### src/common/fwdc_pkg.sv
// Purpose: Shared constants and types for the cascaded FIFO array and its system logic
// Assumes: One clock for writer, reader and transfer path
// Notes:   Offsets are byte addresses on the APB side
package fwdc_pkg;
   // ==========================================================================
   // Array shape
   localparam int NLANE      = 2;
   localparam int LANE_W     = 18;
   localparam int NDEV       = 2;
   localparam int DEV_DEPTH  = 2048;
   // ==========================================================================
   // Timing counts in clock cycles
   localparam int FALL_CYC   = 3;
   localparam int SETTLE_CYC = 2;
   localparam int MRST_CYC   = 4;
   // ==========================================================================
   // Register offsets
   localparam logic [7:0] ADDR_CTRL     = 8'h00;
   localparam logic [7:0] ADDR_STATUS   = 8'h04;
   localparam logic [7:0] ADDR_IRQ_STAT = 8'h08;
   localparam logic [7:0] ADDR_IRQ_MASK = 8'h0C;
   localparam logic [7:0] ADDR_PUSH     = 8'h10;
   localparam logic [7:0] ADDR_POP      = 8'h14;
   localparam logic [7:0] ADDR_WDATA    = 8'h20;
   localparam logic [7:0] ADDR_RDATA    = 8'h40;
   // ==========================================================================
   // Field positions and reset values
   localparam int   CTRL_FT_BIT   = 0;
   localparam int   CTRL_MRST_BIT = 1;
   localparam logic CTRL_FT_RST   = 1'b1;
   localparam int   STAT_AVAIL    = 0;
   localparam int   STAT_SPACE    = 1;
   localparam int   STAT_FT       = 2;
   localparam int   STAT_BUSY     = 3;
   localparam int   IRQ_DATA      = 0;
   localparam int   IRQ_SPACE     = 1;
   localparam int   IRQ_OVF       = 2;
   localparam int   IRQ_UNF       = 3;
   localparam int   IRQ_W         = 4;
   localparam logic [IRQ_W-1:0] IRQ_MASK_RST = 4'h0;
   // ==========================================================================
   // Types
   typedef logic [LANE_W-1:0]             fwdc_lane_type;
   typedef logic [NLANE-1:0][LANE_W-1:0]  fwdc_word_type;
endpackage : fwdc_pkg

### src/common/fwdc_if.sv
// Purpose: Pins between the FIFO array and the system logic that drives it
// Assumes: Flags are active low, one per lane
// Notes:   Classic flags idle high in fall-through mode and the reverse
`timescale 1ns/1ns
interface fwdc_if;
   import fwdc_pkg::*;
   // ==========================================================================
   // Shared control
   logic                  mrst;
   logic                  modeSel;
   logic                  wrEnN;
   logic                  rdEnN;
   // ==========================================================================
   // Data and per-lane flags
   fwdc_word_type         wrData;
   fwdc_word_type         rdData;
   logic [NLANE-1:0]      emptyFlagN;
   logic [NLANE-1:0]      fullIndicatorN;
   logic [NLANE-1:0]      outputReadyN;
   logic [NLANE-1:0]      inputReadyN;

   modport array (
      input  mrst, modeSel, wrEnN, rdEnN, wrData,
      output rdData, emptyFlagN, fullIndicatorN, outputReadyN, inputReadyN
   );
   modport system (
      output mrst, modeSel, wrEnN, rdEnN, wrData,
      input  rdData, emptyFlagN, fullIndicatorN, outputReadyN, inputReadyN
   );
endinterface : fwdc_if

### src/fwdc_system.sv
// Purpose: System logic writing and reading the FIFO array, with an APB register file
// Assumes: Array and this block share mclk, which also serves as transfer clock
// Notes:   Zero wait state APB slave; read data registered in the setup cycle
//
// The placing of the registers and register access over APB were chosen for this implementation.
`timescale 1ns/1ns
module fwdc_system (
   // Clock and reset
   input  wire logic         mclk,
   input  wire logic         rst,
   // APB slave
   input  wire logic [7:0]   paddr,
   input  wire logic         psel,
   input  wire logic         penable,
   input  wire logic         pwrite,
   input  wire logic [31:0]  pwdata,
   output logic [31:0]       prdata,
   output logic              pready,
   output logic              pslverr,
   // Interrupt
   output logic              irq,
   // Array pins
   fwdc_if.system            pins
);
   import fwdc_pkg::*;

   localparam int MW = $clog2(MRST_CYC + 1);
   localparam int SW = $clog2(SETTLE_CYC + 1);

   logic                ctrlFt_reg;
   logic                ftApplied_reg;
   logic [MW-1:0]       mrstCnt_reg;
   logic [SW-1:0]       settle_reg;
   logic                wenPulse_reg;
   logic                renPulse_reg;
   logic                capPend_reg;
   fwdc_word_type       wrWord_reg;
   fwdc_word_type       rdWord_reg;
   logic [IRQ_W-1:0]    irqStat_reg;
   logic [IRQ_W-1:0]    irqMask_reg;
   logic [IRQ_W-1:0]    irqSet;
   logic [IRQ_W-1:0]    irqClr;
   logic                outAvail;
   logic                inSpace;
   logic                outAvail_reg;
   logic                inSpace_reg;
   logic                idle;
   logic                access;
   logic                wrAcc;
   logic                pushReq;
   logic                popReq;
   logic                pushOk;
   logic                popOk;
   logic [31:0]         rdMux;
   logic [31:0]         prdata_reg;

   function automatic logic inWin(input logic [7:0] a, input logic [7:0] base);
      return (a >= base) && (a < 8'(base + 8'(4 * NLANE))) && (a[1:0] == 2'h0);
   endfunction : inWin

   function automatic int laneOf(input logic [7:0] a, input logic [7:0] base);
      return int'(8'(a - base) >> 2);
   endfunction : laneOf

   function automatic logic mapped(input logic [7:0] a);
      return (a == ADDR_CTRL) || (a == ADDR_STATUS) || (a == ADDR_IRQ_STAT) ||
             (a == ADDR_IRQ_MASK) || (a == ADDR_PUSH) || (a == ADDR_POP) ||
             inWin(a, ADDR_WDATA) || inWin(a, ADDR_RDATA);
   endfunction : mapped

   // ==========================================================================
   // Bus decode
   assign access  = psel & penable;
   assign pready  = access;
   assign pslverr = access & !mapped(paddr);
   assign wrAcc   = access & pwrite;
   assign pushReq = wrAcc & (paddr == ADDR_PUSH);
   assign popReq  = wrAcc & (paddr == ADDR_POP);
   assign prdata  = prdata_reg;

   // ==========================================================================
   // Composite flags through gates
   assign outAvail = ftApplied_reg ? !(|pins.outputReadyN)
                                   : (&pins.emptyFlagN);
   assign inSpace  = ftApplied_reg ? !(|pins.inputReadyN)
                                   : (&pins.fullIndicatorN);
   assign idle     = (settle_reg == '0) && (mrstCnt_reg == '0) && !capPend_reg;
   assign pushOk   = pushReq & idle & inSpace;
   assign popOk    = popReq & idle & outAvail;

   // ==========================================================================
   // Control and master reset
   always_ff @(posedge mclk) begin
      if (rst) begin
         ctrlFt_reg  <= CTRL_FT_RST;
         mrstCnt_reg <= '0;
      end else begin
         if (wrAcc && paddr == ADDR_CTRL) begin
            ctrlFt_reg <= pwdata[CTRL_FT_BIT];
         end
         if (wrAcc && paddr == ADDR_CTRL && pwdata[CTRL_MRST_BIT]) begin
            mrstCnt_reg <= MW'(MRST_CYC);
         end else if (mrstCnt_reg != '0) begin
            mrstCnt_reg <= MW'(mrstCnt_reg - 1'b1);
         end
      end
   end

   always_ff @(posedge mclk) begin
      if (rst) begin
         ftApplied_reg <= CTRL_FT_RST;
      end else if (pins.mrst) begin
         ftApplied_reg <= ctrlFt_reg;
      end
   end

   assign pins.mrst    = (mrstCnt_reg != '0);
   assign pins.modeSel = rst ? CTRL_FT_RST : ctrlFt_reg;

   // ==========================================================================
   // Push and pop strobes
   always_ff @(posedge mclk) begin
      if (rst) begin
         wenPulse_reg <= 1'b0;
         renPulse_reg <= 1'b0;
         capPend_reg  <= 1'b0;
         settle_reg   <= '0;
      end else begin
         wenPulse_reg <= pushOk;
         renPulse_reg <= popOk;
         capPend_reg  <= renPulse_reg & !ftApplied_reg;
         if (pushOk || popOk) begin
            settle_reg <= SW'(SETTLE_CYC);
         end else if (settle_reg != '0) begin
            settle_reg <= SW'(settle_reg - 1'b1);
         end
      end
   end

   assign pins.wrEnN  = !wenPulse_reg;
   assign pins.rdEnN  = !renPulse_reg;
   assign pins.wrData = wrWord_reg;

   // ==========================================================================
   // Lane data registers
   always_ff @(posedge mclk) begin
      if (rst) begin
         wrWord_reg <= '0;
         rdWord_reg <= '0;
      end else begin
         if (wrAcc && inWin(paddr, ADDR_WDATA)) begin
            wrWord_reg[laneOf(paddr, ADDR_WDATA)] <= pwdata[LANE_W-1:0];
         end
         if (popOk && ftApplied_reg) begin
            rdWord_reg <= pins.rdData;
         end else if (capPend_reg) begin
            rdWord_reg <= pins.rdData;
         end
      end
   end

   // ==========================================================================
   // Interrupts
   assign irqSet[IRQ_DATA]  = outAvail & !outAvail_reg;
   assign irqSet[IRQ_SPACE] = inSpace & !inSpace_reg;
   assign irqSet[IRQ_OVF]   = pushReq & !pushOk;
   assign irqSet[IRQ_UNF]   = popReq & !popOk;
   assign irqClr = (wrAcc && paddr == ADDR_IRQ_STAT) ? pwdata[IRQ_W-1:0] : '0;

   always_ff @(posedge mclk) begin
      if (rst) begin
         outAvail_reg <= 1'b0;
         inSpace_reg  <= 1'b0;
         irqStat_reg  <= '0;
         irqMask_reg  <= IRQ_MASK_RST;
      end else begin
         outAvail_reg <= outAvail;
         inSpace_reg  <= inSpace;
         irqStat_reg  <= (irqStat_reg & ~irqClr) | irqSet;
         if (wrAcc && paddr == ADDR_IRQ_MASK) begin
            irqMask_reg <= pwdata[IRQ_W-1:0];
         end
      end
   end

   assign irq = |(irqStat_reg & irqMask_reg);

   // ==========================================================================
   // Read back
   always_comb begin
      rdMux = 32'h00000000;
      if (paddr == ADDR_CTRL) begin
         rdMux[CTRL_FT_BIT]   = ctrlFt_reg;
         rdMux[CTRL_MRST_BIT] = pins.mrst;
      end else if (paddr == ADDR_STATUS) begin
         rdMux[STAT_AVAIL] = outAvail;
         rdMux[STAT_SPACE] = inSpace;
         rdMux[STAT_FT]    = ftApplied_reg;
         rdMux[STAT_BUSY]  = !idle;
      end else if (paddr == ADDR_IRQ_STAT) begin
         rdMux[IRQ_W-1:0] = irqStat_reg;
      end else if (paddr == ADDR_IRQ_MASK) begin
         rdMux[IRQ_W-1:0] = irqMask_reg;
      end else if (inWin(paddr, ADDR_WDATA)) begin
         rdMux[LANE_W-1:0] = wrWord_reg[laneOf(paddr, ADDR_WDATA)];
      end else if (inWin(paddr, ADDR_RDATA)) begin
         rdMux[LANE_W-1:0] = rdWord_reg[laneOf(paddr, ADDR_RDATA)];
      end
   end

   always_ff @(posedge mclk) begin
      if (rst) begin
         prdata_reg <= 32'h00000000;
      end else if (psel && !penable && !pwrite) begin
         prdata_reg <= rdMux;
      end
   end
endmodule : fwdc_system

### src/flat_wrapper.sv
// flat-port wrapper written by rule: the top's interface ports become plain ports
module fwdc_system_flat import fwdc_pkg::*;
  (mclk, rst, paddr, psel, penable, pwrite, pwdata, prdata, pready, pslverr, irq, pins_mrst, pins_modeSel, pins_wrEnN, pins_rdEnN, pins_wrData, pins_rdData, pins_emptyFlagN, pins_fullIndicatorN, pins_outputReadyN, pins_inputReadyN);
  fwdc_if pins_i ();
  input  wire logic mclk;
  input  wire logic rst;
  input  wire logic [7:0] paddr;
  input  wire logic psel;
  input  wire logic penable;
  input  wire logic pwrite;
  input  wire logic [31:0] pwdata;
  output logic [31:0] prdata;
  output logic pready;
  output logic pslverr;
  output logic irq;
  output wire logic [$bits(pins_i.mrst)-1:0] pins_mrst;
  output wire logic [$bits(pins_i.modeSel)-1:0] pins_modeSel;
  output wire logic [$bits(pins_i.wrEnN)-1:0] pins_wrEnN;
  output wire logic [$bits(pins_i.rdEnN)-1:0] pins_rdEnN;
  output wire logic [$bits(pins_i.wrData)-1:0] pins_wrData;
  input wire logic [$bits(pins_i.rdData)-1:0] pins_rdData;
  input wire logic [$bits(pins_i.emptyFlagN)-1:0] pins_emptyFlagN;
  input wire logic [$bits(pins_i.fullIndicatorN)-1:0] pins_fullIndicatorN;
  input wire logic [$bits(pins_i.outputReadyN)-1:0] pins_outputReadyN;
  input wire logic [$bits(pins_i.inputReadyN)-1:0] pins_inputReadyN;
  assign pins_mrst = pins_i.mrst;
  assign pins_modeSel = pins_i.modeSel;
  assign pins_wrEnN = pins_i.wrEnN;
  assign pins_rdEnN = pins_i.rdEnN;
  assign pins_wrData = pins_i.wrData;
  assign pins_i.rdData = pins_rdData;
  assign pins_i.emptyFlagN = pins_emptyFlagN;
  assign pins_i.fullIndicatorN = pins_fullIndicatorN;
  assign pins_i.outputReadyN = pins_outputReadyN;
  assign pins_i.inputReadyN = pins_inputReadyN;
  fwdc_system u_core (.mclk(mclk), .rst(rst), .paddr(paddr), .psel(psel), .penable(penable), .pwrite(pwrite), .pwdata(pwdata), .prdata(prdata), .pready(pready), .pslverr(pslverr), .irq(irq), .pins(pins_i));
endmodule
### config.mk
export PLATFORM = sky130hd
export DESIGN_NAME = fwdc_system_flat
export DESIGN_NICKNAME = d
export VERILOG_FILES = /design/src/common/fwdc_pkg.sv /design/src/common/fwdc_if.sv /design/src/fwdc_system.sv /design/src/flat_wrapper.sv
export SDC_FILE = /design/constraint.sdc
export NUM_CORES = 1
export LEC_CHECK = 0
export ABC_CLOCK_PERIOD_IN_PS = 5700
export BUFFER_PORTS_ARGS = -buffer_cell sky130_fd_sc_hd__buf_2
export CAP_MARGIN = 5
export CORE_ASPECT_RATIO = 0.7
export CORE_MARGIN = 2
export CORE_UTILIZATION = 25
export CTS_CLUSTER_DIAMETER = 60
export DETAILED_ROUTE_END_ITERATION = 12
export HOLD_SLACK_MARGIN = 0.12
export SYNTH_ARGS = -nofsm -noshare
export SYNTH_HDL_FRONTEND = slang
export SYNTH_SLANG_ARGS = --single-unit
### constraint.sdc
create_clock -name mclk -period 5.7 [get_ports mclk]
set_input_delay 0.57 -clock mclk [delete_from_list [all_inputs] [get_ports mclk]]
set_output_delay 0.57 -clock mclk [all_outputs]
set_load 0.02 [all_outputs]
# Word-level counts from Yosys, hierarchy flattened
# Cells that the tools add are included.
# Widths: inputs -> output; s select.
[word_totals]
regBits = 110
out_inout_bits = 75
[classes]
add_sub_neg = 4
order_cmp = 7
eq_ne = 5
muxes = 27
n_bitwise = 18
reduce_logical = 53
[ops]
columns = ["op", "n"]
rows = [
  ["$mux 18", 7],
  ["$mux 36", 2],
  ["$mux 14", 3],
  ["$bwmux 36", 1],
  ["$demux 18 s1", 1],
  ["$eq 8x4->1 const B", 2],
  ["$eq 8x5->1 const B", 2],
  ["$mux 16", 1],
  ["$mux 4", 4],
  ["$logic_and 1x1->1", 15],
  ["$and 1x1->1", 14],
  ["$logic_not 1->1", 14],
  ["$lt 6x2->1 const B", 2],
  ["$and 4x4->4", 2],
  ["$eq 8x3->1 const B", 1],
  ["$ge 8x6->1 const B", 1],
  ["$ge 8x7->1 const B", 1],
  ["$logic_not 8->1", 1],
  ["$logic_or 1x1->1", 8],
  ["$lt 8x6->1 const B", 1],
  ["$lt 8x7->1 const B", 1],
  ["$reduce_bool 2->1", 4],
  ["$reduce_or 2->1", 4],
  ["$sub 8x6->8 const B", 1],
  ["14 further kinds", 21],
]

# Logic depth before layout (Yosys ltp)
# Gate-level depths: netlist of run 1.
[depth]
ltp_word = 10
ltp_mapped = 11
mapped_depth_nobuf = 8

# Worst setup path after synthesis of run 1
# Ideal clock, no wire load.
[synth_timing]
path_type = "in2out"
startpoint = "input paddr[6]"
endpoint = "output pslverr"
arrival_time_ns = 2.027
required_time_ns = 5.130
path_slack_ns = 3.103
path_stages = 7
cell_sequence = "buf_1 inv_1 ha_1 nor2_1 o211a_1 a211oi_1 nor3_1"
[synth_via]
elab_chain_cells = 10
[synth_lines]
columns = ["element", "line_no", "text"]
rows = [
  ["from (decl)", "flat_wrapper.sv:7", "input wire logic [7:0] paddr;"],
  ["parallel branches: the longest is 7 deep, another holds $ge 8x6->1", "n/a", ""],
  ["$logic_or 1x1->1 *", "fwdc_system.sv:68", "inWin(a, ADDR_WDATA) || inWin(a, ADDR_RDATA);"],
  ["$logic_not 1->1 *", "fwdc_system.sv:75", "assign pslverr = access & !mapped(paddr);"],
  ["$and 1x1->1 *", "fwdc_system.sv:75", ""],
  ["to (decl)", "flat_wrapper.sv:14", "output logic pslverr;"],
]
# Every way passes the cells marked *.

# Final worst setup path of run 1
[layout_timing]
startpoint = "register u_core.mrstCnt_reg[0]"
endpoint = "register u_core.rdWord_reg[28] (netlist name)"
[layout_via]
elab_chain_cells = 7
[layout_lines]
columns = ["element", "line_no", "text"]
rows = [
  ["from (decl)", "fwdc_system.sv:32", "logic [MW-1:0] mrstCnt_reg;"],
  ["from (signal assigned)", "fwdc_system.sv:102", "mrstCnt_reg <= MW'(MRST_CYC);"],
  ["from (signal assigned)", "fwdc_system.sv:104", "mrstCnt_reg <= MW'(mrstCnt_reg - 1'b1);"],
  ["$logic_not 3->1 *", "fwdc_system.sv:87", "assign idle = (settle_reg == '0) && (mrstCnt_reg == '0) && !capPend_reg;"],
  ["$logic_and 1x1->1 * (2 in a row)", "fwdc_system.sv:87", ""],
  ["$and 1x1->1 * (2 in a row)", "fwdc_system.sv:89", "assign popOk = popReq & idle & outAvail;"],
  ["$logic_and 1x1->1 *", "fwdc_system.sv:154", "if (popOk && ftApplied_reg) begin"],
  ["$mux 36 or $reduce_bool 2->1 (tied branches)", "n/a", ""],
  ["to (signal assigned)", "fwdc_system.sv:155", "rdWord_reg <= pins.rdData;"],
  ["to (signal assigned)", "fwdc_system.sv:157", "rdWord_reg <= pins.rdData;"],
  ["to (decl)", "fwdc_system.sv:38", "fwdc_word_type rdWord_reg;"],
]
# Every way passes the cells marked *; elsewhere a longest branch is shown, timed or not.
# A chain may end at the register's enable or synchronous reset.

==> summary.txt, run 1 <==
Status
  – Outcome: complete, no violations

Worst setup path
  – Crit-path max FO: 36
  – Reg2reg start: u_core.mrstCnt_reg[0]$_SDFFE_PP0P_
  – Worst reg2reg path depth: 9
  – Crit Path Class: flip-flop to flip-flop
  – Worst path cell trace: inv_1, ha_1, ha_1, or4b_4, a21oi_2, a41oi_4, buf_4, mux2i_1, nor2_1
  – Worst Setup EP: u_core.rdWord_reg[28]$_SDFFE_PP0P_
  – Critical Path Slowest Stage Cell: or4b_4
  – Startpoint Class: flip-flop
  – Reg-to-reg setup timing slack: slightly above 3 ns
  – Worst stage delay on the critical path: 0.56 ns
  – Critical Path Start: u_core.mrstCnt_reg[0]$_SDFFE_PP0P_
  – CP Data Arrival Time: 2.87 ns
  – Worst r2r dst: u_core.rdWord_reg[28]$_SDFFE_PP0P_
  – Most used cell, CP: ha_1
  – Data required, critical path: 5.91 ns
  – Crit end category: flip-flop

STA
  – RSZ-0062 raised after global routing: false
  – Max-slew headroom: 0.4698
  – Hold violation count in the final report: 0
  – Worst Tran Pin Value: 0.7953 ns
  – Final min period: 2.665 ns
  – Period utilization: 0.4675
  – Final setup TNS: 0 ns
  – Max Slew Vio Count: 0
  – Layout Skew: ~0.0090 ns
  – Final Setup Violations: 0
  – FMAX: 0.3753 GHz

Power
  – Peak VDD IR: 126.5 uV
  – Share of power burned in registers: 0.464
  – Psw: between 0.4 and 0.5 mW
  – Pwr dens: 270.8 nW/um^2
  – Clock power share: 0.419
  – Leakage: 2.895 nW
  – Switching Share: 0.2561
  – Logic pwr share: 0.117
  – P_int: 1.271 mW

Floorplan
  – Floorplan row count: 43
  – Number of top-level pins: 164
  – Initial core utilization: 0.2564
  – Die Y: 123.7 um
  – Die ar.: about 22,000 um^2
  – Core area: 19,960 um^2
  – Die Wd: 175.0 um

Global routing
  – Gr ovfl total: 0
  – GR Util All Layers: 0.1384
  – Met2 usage: 0.1870
  – Met3 usage: 0.04029
  – Global-route wire length before repair: 22.56 mm
  – Pin count of the biggest net entering global routing: 60
  – Met1 Use GR: 0.2067
  – Initial antenna violation count: 4
  – Vias in the first global route: 3,928
  – Gr busiest metal: met1

Routing
  – Iter 0 DRT Violations: around 270
  – Drt pass-1 iters: 5
  – Final WL: roughly 15 mm
  – Wire length per cell: 15.92 um
  – Post-route DRC violation count: 0
  – Vias post-DR: 4,332
  – Via/cell ratio: ~4.6
  – DRT antenna net count: 0

Yosys
  – Register area share after synthesis: 0.4303
  – Seq cells post-synth: 110
  – EDFF count, synth: 0
  – Fraction of registers with async set/reset: 0
  – Avg Inst Size Synth: 9.271 um^2
  – Top_reg_cell synth: dfxtp_1
  – Post-synth top area cell: dfxtp_1
  – Most common cell in the netlist: dfxtp_1
  – Synth top area cells: dfxtp_1 43%, mux2i_1 18%, nor2_1 5.8%, nand2_1 4.1%, a21oi_1 3.4%
  – Post-synth top cells: 110 x dfxtp_1, 92 x mux2i_1, 79 x nor2_1
  – Top-area cell type share of the netlist area: 0.4303
  – Synth warn: 0
  – Gate Count Post-Synth: 552
  – Post-Syn Area: 5117 um^2
  – Synth unique cells: 59

Clock network
  – Later-pin clock latency in the skew report: 0.35 ns
  – CTS sink cnt: 110
  – CTS buffer count: 9
  – Deepest clock path buffer count: 2
  – Root buffer cell: clkbuf_16
  – CTS tree: yes
  – Post-CTS sizing: 0
  – Hold_buf cts: 0
  – H-tree levels: 3
  – Clock transition at path regs: 0.08 ns
  – Post-CTS setup buffer count: 0

Placed design
  – Port buffer count: around 140
  – GPL Wtd Cong: ~0.85
  – HPWL after detailed placement: between 10 and 15 mm

Finish
  – Synth-to-layout area growth: 23.33%
  – Ratio of cells with drive above 1 in the final layout: 0.2570
  – Final nets: roughly 770
  – Post-layout util: 0.3162

Worst hold path
  – Hold Crit Class: primary input to flip-flop

Run
  – Max_cap viols: 0
[cell families after synthesis]
| logic type | share of synthesized area |
|---|---|
| buf+inv | 0.06822 |
| mux | 0.1866 |
| xor+xnor | 0.003424 |
| other cells | 0.0007328 |
| compound gates | 0.1291 |
| flops | 0.4303 |
| fa+ha+maj | 0.01467 |
| simple gates | 0.1670 |
[final cells by class]
| type | instances | area, um^2 |
|---|---|---|
| sequential | 110 | 2202 |
| multi-input combinational | 395 | 2640 |
| clock buffer | 11 | 252.7 |
| timing repair buffer | 143 | 735.7 |
| tap | 270 | 337.8 |
| antenna | 3 | 7.507 |
| fill | 2137 | 13650 |
| inverter | 13 | 48.80 |
| clock inverter | 5 | 86.33 |
[routing by layer]
metal / wire, um / vias up
li1: - / 2164
met1: 7739 / 2023
met2: 6083 / 122
met3: 1002 / 19
met4: 272 / 4
met5: 30 / -
[cells in the final DEF (no fill, tap or decap), types with 4 or more instances in the layout]
cell	synthesis	layout
o22ai_1	15	15
mux2i_1	92	92
nor3_1	4	4
buf_4	16	8
nor2b_1	6	6
a211oi_1	5	5
buf_2	3	135
ha_1	6	6
nor2_1	79	79
nand2b_1	5	5
a21oi_1	35	35
conb_1	1	14
nand3_1	8	8
inv_1	13	13
nand2_1	56	56
dfxtp_1	110	110
clkbuf_16	0	9
a22o_1	14	14
[how the worst min path moves through the flow]
stage | start | endpoint | slack [ns] | depth (start not counted)
final | pins_rdData[6] | u_core.rdWord_reg[6]$_SDFFE_PP0P_ | 0.45 | 3
after floorplan | u_core.settle_reg[0]$_SDFFE_PP0P_ | u_core.settle_reg[0]$_SDFFE_PP0P_ | 0.42 | 1
after global placement | u_core.renPulse_reg$_SDFF_PP0_ | u_core.capPend_reg$_SDFF_PP0_ | 0.43 | 2
after detailed placement | u_core.renPulse_reg$_SDFF_PP0_ | u_core.capPend_reg$_SDFF_PP0_ | 0.44 | 2
after CTS | pins_rdData[18] | u_core.rdWord_reg[18]$_SDFFE_PP0P_ | 0.42 | 3
after global routing | pins_rdData[26] | u_core.rdWord_reg[26]$_SDFFE_PP0P_ | 0.44 | 3
[power by group through the flow]
stage | clock network, mW | registers, mW | logic, mW
floorplan | 0 | 0.805 | 0.148
global placement | 0 | 0.810 | 0.199
detailed placement | 0 | 0.810 | 0.200
CTS | 0.743 | 0.792 | 0.201
global route | 0.774 | 0.794 | 0.221
finish | 0.716 | 0.792 | 0.200
[through the flow]
stage | area, um^2 | instances | power [mW] | setup slack [ns] | hold slack, ns
floorplan | 5166 | 565 | 0.9528 | 3.103 | 0.4230
global placement | 5964 | 931 | 1.008 | 2.821 | 0.4324
detailed placement | 5964 | 931 | 1.011 | 2.771 | 0.4354
CTS | 6304 | 947 | 1.737 | 3.031 | 0.4248
global route | 6306 | 948 | 1.789 | 2.880 | 0.4433
finish | 6311 | 950 | 1.709 | 3.035 | 0.4460
[worst max-delay path, delay by kind of cell (launching register included)]
family	cells	cell delay (ns)
DFF	1	0.32
AOI/OAI and AO/OA	2	0.36
muxes	1	0.24
adders and majority gates	2	0.56
buffers and inverters	2	0.40
and+or+nand+nor	2	0.62
Power figures use the tool's default switching activity.
==> run 2, diff against run 1 <==
--- a/config.mk
+++ b/config.mk
@@ -5,7 +5,7 @@
 export SDC_FILE = /design/constraint.sdc
 export NUM_CORES = 1
 export LEC_CHECK = 0
-export ABC_CLOCK_PERIOD_IN_PS = 5700
+export ABC_CLOCK_PERIOD_IN_PS = 2700
 export BUFFER_PORTS_ARGS = -buffer_cell sky130_fd_sc_hd__buf_2
 export CAP_MARGIN = 5
 export CORE_ASPECT_RATIO = 0.7
==> constraint.sdc (replaced) <==
create_clock -name mclk -period 2.7 [get_ports mclk]
set_input_delay 0.27 -clock mclk [delete_from_list [all_inputs] [get_ports mclk]]
set_output_delay 0.27 -clock mclk [all_outputs]
set_load 0.02 [all_outputs]
==> run 2 against run 1 <==
  * Critical path depth did not move
  * Clock skew fell by 0.0016 ns
  * Core utilization barely moved
  * Sequential power rose by 110%
  * Sequential share of layout area barely moved
  * Register-to-register slack got worse by 2.6 ns
  * Clock power rose by 76%
  * Via count fell by 0.67%
  * Final area barely moved
  * Largest power group unchanged
==> summary.txt, run 2 (same netlist as run 1, synthesis figures left out) <==
Global routing
  – Vias in the first global route: 3,793 (-3.4%)
  – Met1 Use GR: 0.2032 (-0.003484)
  – GR Util All Layers: 0.1356 (-0.002824)
  – Met3 usage: 0.04029 (unchanged)
  – Global-route wire length before repair: 22.26 mm (-1.3%)
  – Initial antenna violation count: 2 (-2)
  – Gr ovfl total: 0 (unchanged)
  – Pin count of the biggest net entering global routing: 60 (unchanged)
  – Met2 usage: 0.1823 (-0.004694)
  – Gr busiest metal: met1

STA
  – Period utilization: 0.8391 (+0.3716)
  – Layout Skew: 0.007481 ns (-0.001566 ns)
  – Hold violation count in the final report: 0 (unchanged)
  – FMAX: 0.4414 GHz (+18%)
  – Final Setup Violations: 0 (unchanged)
  – Worst Tran Pin Value: 0.6510 ns (-0.1443 ns)
  – Max-slew headroom: 0.5660 (+0.09622)
  – RSZ-0062 raised after global routing: false
  – Final min period: 2.265 ns (-0.3993 ns)
  – Final setup TNS: 0 ns (unchanged)
  – Max Slew Vio Count: 0 (unchanged)

Clock network
  – Later-pin clock latency in the skew report: 0.35 ns (about the same)
  – Deepest clock path buffer count: 2 (unchanged)
  – H-tree levels: 3 (unchanged)
  – CTS tree: yes
  – Post-CTS sizing: 0 (unchanged)
  – CTS sink cnt: 110 (unchanged)
  – Clock transition at path regs: 0.07 ns (about the same)
  – Root buffer cell: clkbuf_16
  – CTS buffer count: 9 (unchanged)
  – Post-CTS setup buffer count: 0 (unchanged)
  – Hold_buf cts: 0 (unchanged)

Worst setup path
  – Crit-path max FO: 36 (unchanged)
  – Crit Path Class: flip-flop to flip-flop
  – Worst r2r dst: u_core.rdWord_reg[18]$_SDFFE_PP0P_
  – Startpoint Class: flip-flop
  – Crit end category: flip-flop
  – Reg-to-reg setup timing slack: 0.43 ns (-2.60 ns)
  – Data required, critical path: 2.91 ns (-3.00 ns)
  – Reg2reg start: u_core.mrstCnt_reg[0]$_SDFFE_PP0P_
  – CP Data Arrival Time: 2.48 ns (-0.39 ns)
  – Worst reg2reg path depth: 9 (unchanged)

Finish
  – Final nets: 773 (+0.78%)
  – Final instance area: 6314 um^2 (about the same)
  – Ratio of cells with drive above 1 in the final layout: 0.2625 (+0.005447)
  – Commonest non-fill, non-tap cell in the layout: buf_2
  – Commonest cells after routing, fill and taps aside: 135 x buf_2, 110 x dfxtp_1, 92 x mux2i_1, 79 x nor2_1, 56 x nand2_1
  – Reg area: 2202 um^2 (unchanged)
  – Multi-input gate area: 2640 um^2 (unchanged)
  – Synth-to-layout area growth: 23.37% (about the same)
  – Post-layout util: 0.3163 (about the same)
  – Layout fillers: 2,120 (-0.80%)

Routing
  – Vias post-DR: 4,303 (-0.67%)
  – Iter 0 DRT Violations: 336 (+24%)
  – Final WL: 14.98 mm (-0.95%)
  – Drt pass-1 iters: 4 (-1)
  – DRT antenna net count: 0 (unchanged)
  – Wire length per cell: 15.71 um (-1.4%)
  – Via/cell ratio: 4.510 (-1.1%)
  – Post-route DRC violation count: 0 (unchanged)

Worst hold path
  – Hold Crit Class: primary input to flip-flop
  – HP Start: pins_rdData[9]
  – Hold endpoint: u_core.rdWord_reg[9]$_SDFFE_PP0P_
  – Hold depth: 3 (unchanged)

Floorplan
  – Core area: 19,960 um^2 (unchanged)
  – Floorplan row count: 43 (unchanged)
  – Number of top-level pins: 164 (unchanged)
  – Initial core utilization: 0.2564 (unchanged)
  – Die Y: 123.7 um (unchanged)
  – Die ar.: 21,650 um^2 (unchanged)
  – Die Wd: 175.0 um (unchanged)

Power
  – Pwr dens: 534.4 nW/um^2 (+97%)
  – Peak VDD IR: 231.2 uV (+83%)
  – Leakage: 2.895 nW (about the same)

Status
  – Outcome: complete, no violations

Placed design
  – Port buffer count: 135 (unchanged)
  – Placed inst area: 6035 um^2 (+1.2%)
  – GPL Wtd Cong: 0.8542 (+0.28%)
  – HPWL after detailed placement: 11.33 mm (+0.77%)

Run
  – Max_cap viols: 0 (unchanged)
[run 2: cell type report]
cell class,instances,share of cell area
diodes,2,0.0007927
clock buffers,9,0.03567
clock inverters,6,0.007729
inverters,13,0.007729
multi-input cells,395,0.4182
flip-flops and latches,110,0.3488
well taps,270,0.05351
repair buffers,149,0.1276
[run 2: worst max path at each step]
| stage | startpoint | end | slack (ns) | cells after the start |
|---|---|---|---|---|
| global route | u_core.mrstCnt_reg[0]$_SDFFE_PP0P_ | u_core.rdWord_reg[20]$_SDFFE_PP0P_ | 0.28 | 9 |
| finish | u_core.mrstCnt_reg[0]$_SDFFE_PP0P_ | u_core.rdWord_reg[18]$_SDFFE_PP0P_ | 0.43 | 9 |
| detailed placement | paddr[6] | u_core.pins.wrData[32]$_SDFFE_PP0P_ | 0.36 | 9 |
| CTS | u_core.mrstCnt_reg[0]$_SDFFE_PP0P_ | u_core.rdWord_reg[5]$_SDFFE_PP0P_ | 0.43 | 9 |
| floorplan | paddr[6] | u_core.pins.wrData[31]$_SDFFE_PP0P_ | 0.47 | 10 |
| global placement | paddr[6] | u_core.pins.wrData[9]$_SDFFE_PP0P_ | 0.41 | 9 |
[run 2: per-layer routing]
| metal | up-vias | part of all wire |
|---|---|---|
| li1 | 2170 | - |
| met1 | 2008 | 0.52 |
| met2 | 108 | 0.40 |
| met3 | 15 | 0.065 |
| met4 | 2 | 0.015 |
| met5 | - | 0.00087 |
[run 2: per-stage QoR]
step           worst slack [ns]  hold WS (ns)  std cells  power [mW]
2_1_floorplan            0.4731        0.3666        565       2.011
4_1_cts                  0.4331        0.1267        952       3.433
3_3_place_gp             0.4064        0.4236        937       2.145
3_5_place_dp             0.3634        0.4374        937       2.147
6_report                 0.4346        0.1447        954       3.374
5_1_grt                  0.2849        0.1352        952       3.542
[run 2: power breakdown]
group,leakage (nW),switching (mW),internal [mW]
registers,0.887,0.0241,1.65
clock network,0.129,0.632,0.630
logic,1.88,0.266,0.176
[run 2: critical path: stages (launching register included)]
cell and delay (ns):
dfxtp_1 0.32, inv_1 0.06, ha_1 0.16, ha_1 0.19, or4b_4 0.51, a21oi_2 0.22, a41oi_4 0.17, buf_12 0.23
mux2i_1 0.18, nor2_1 0.05
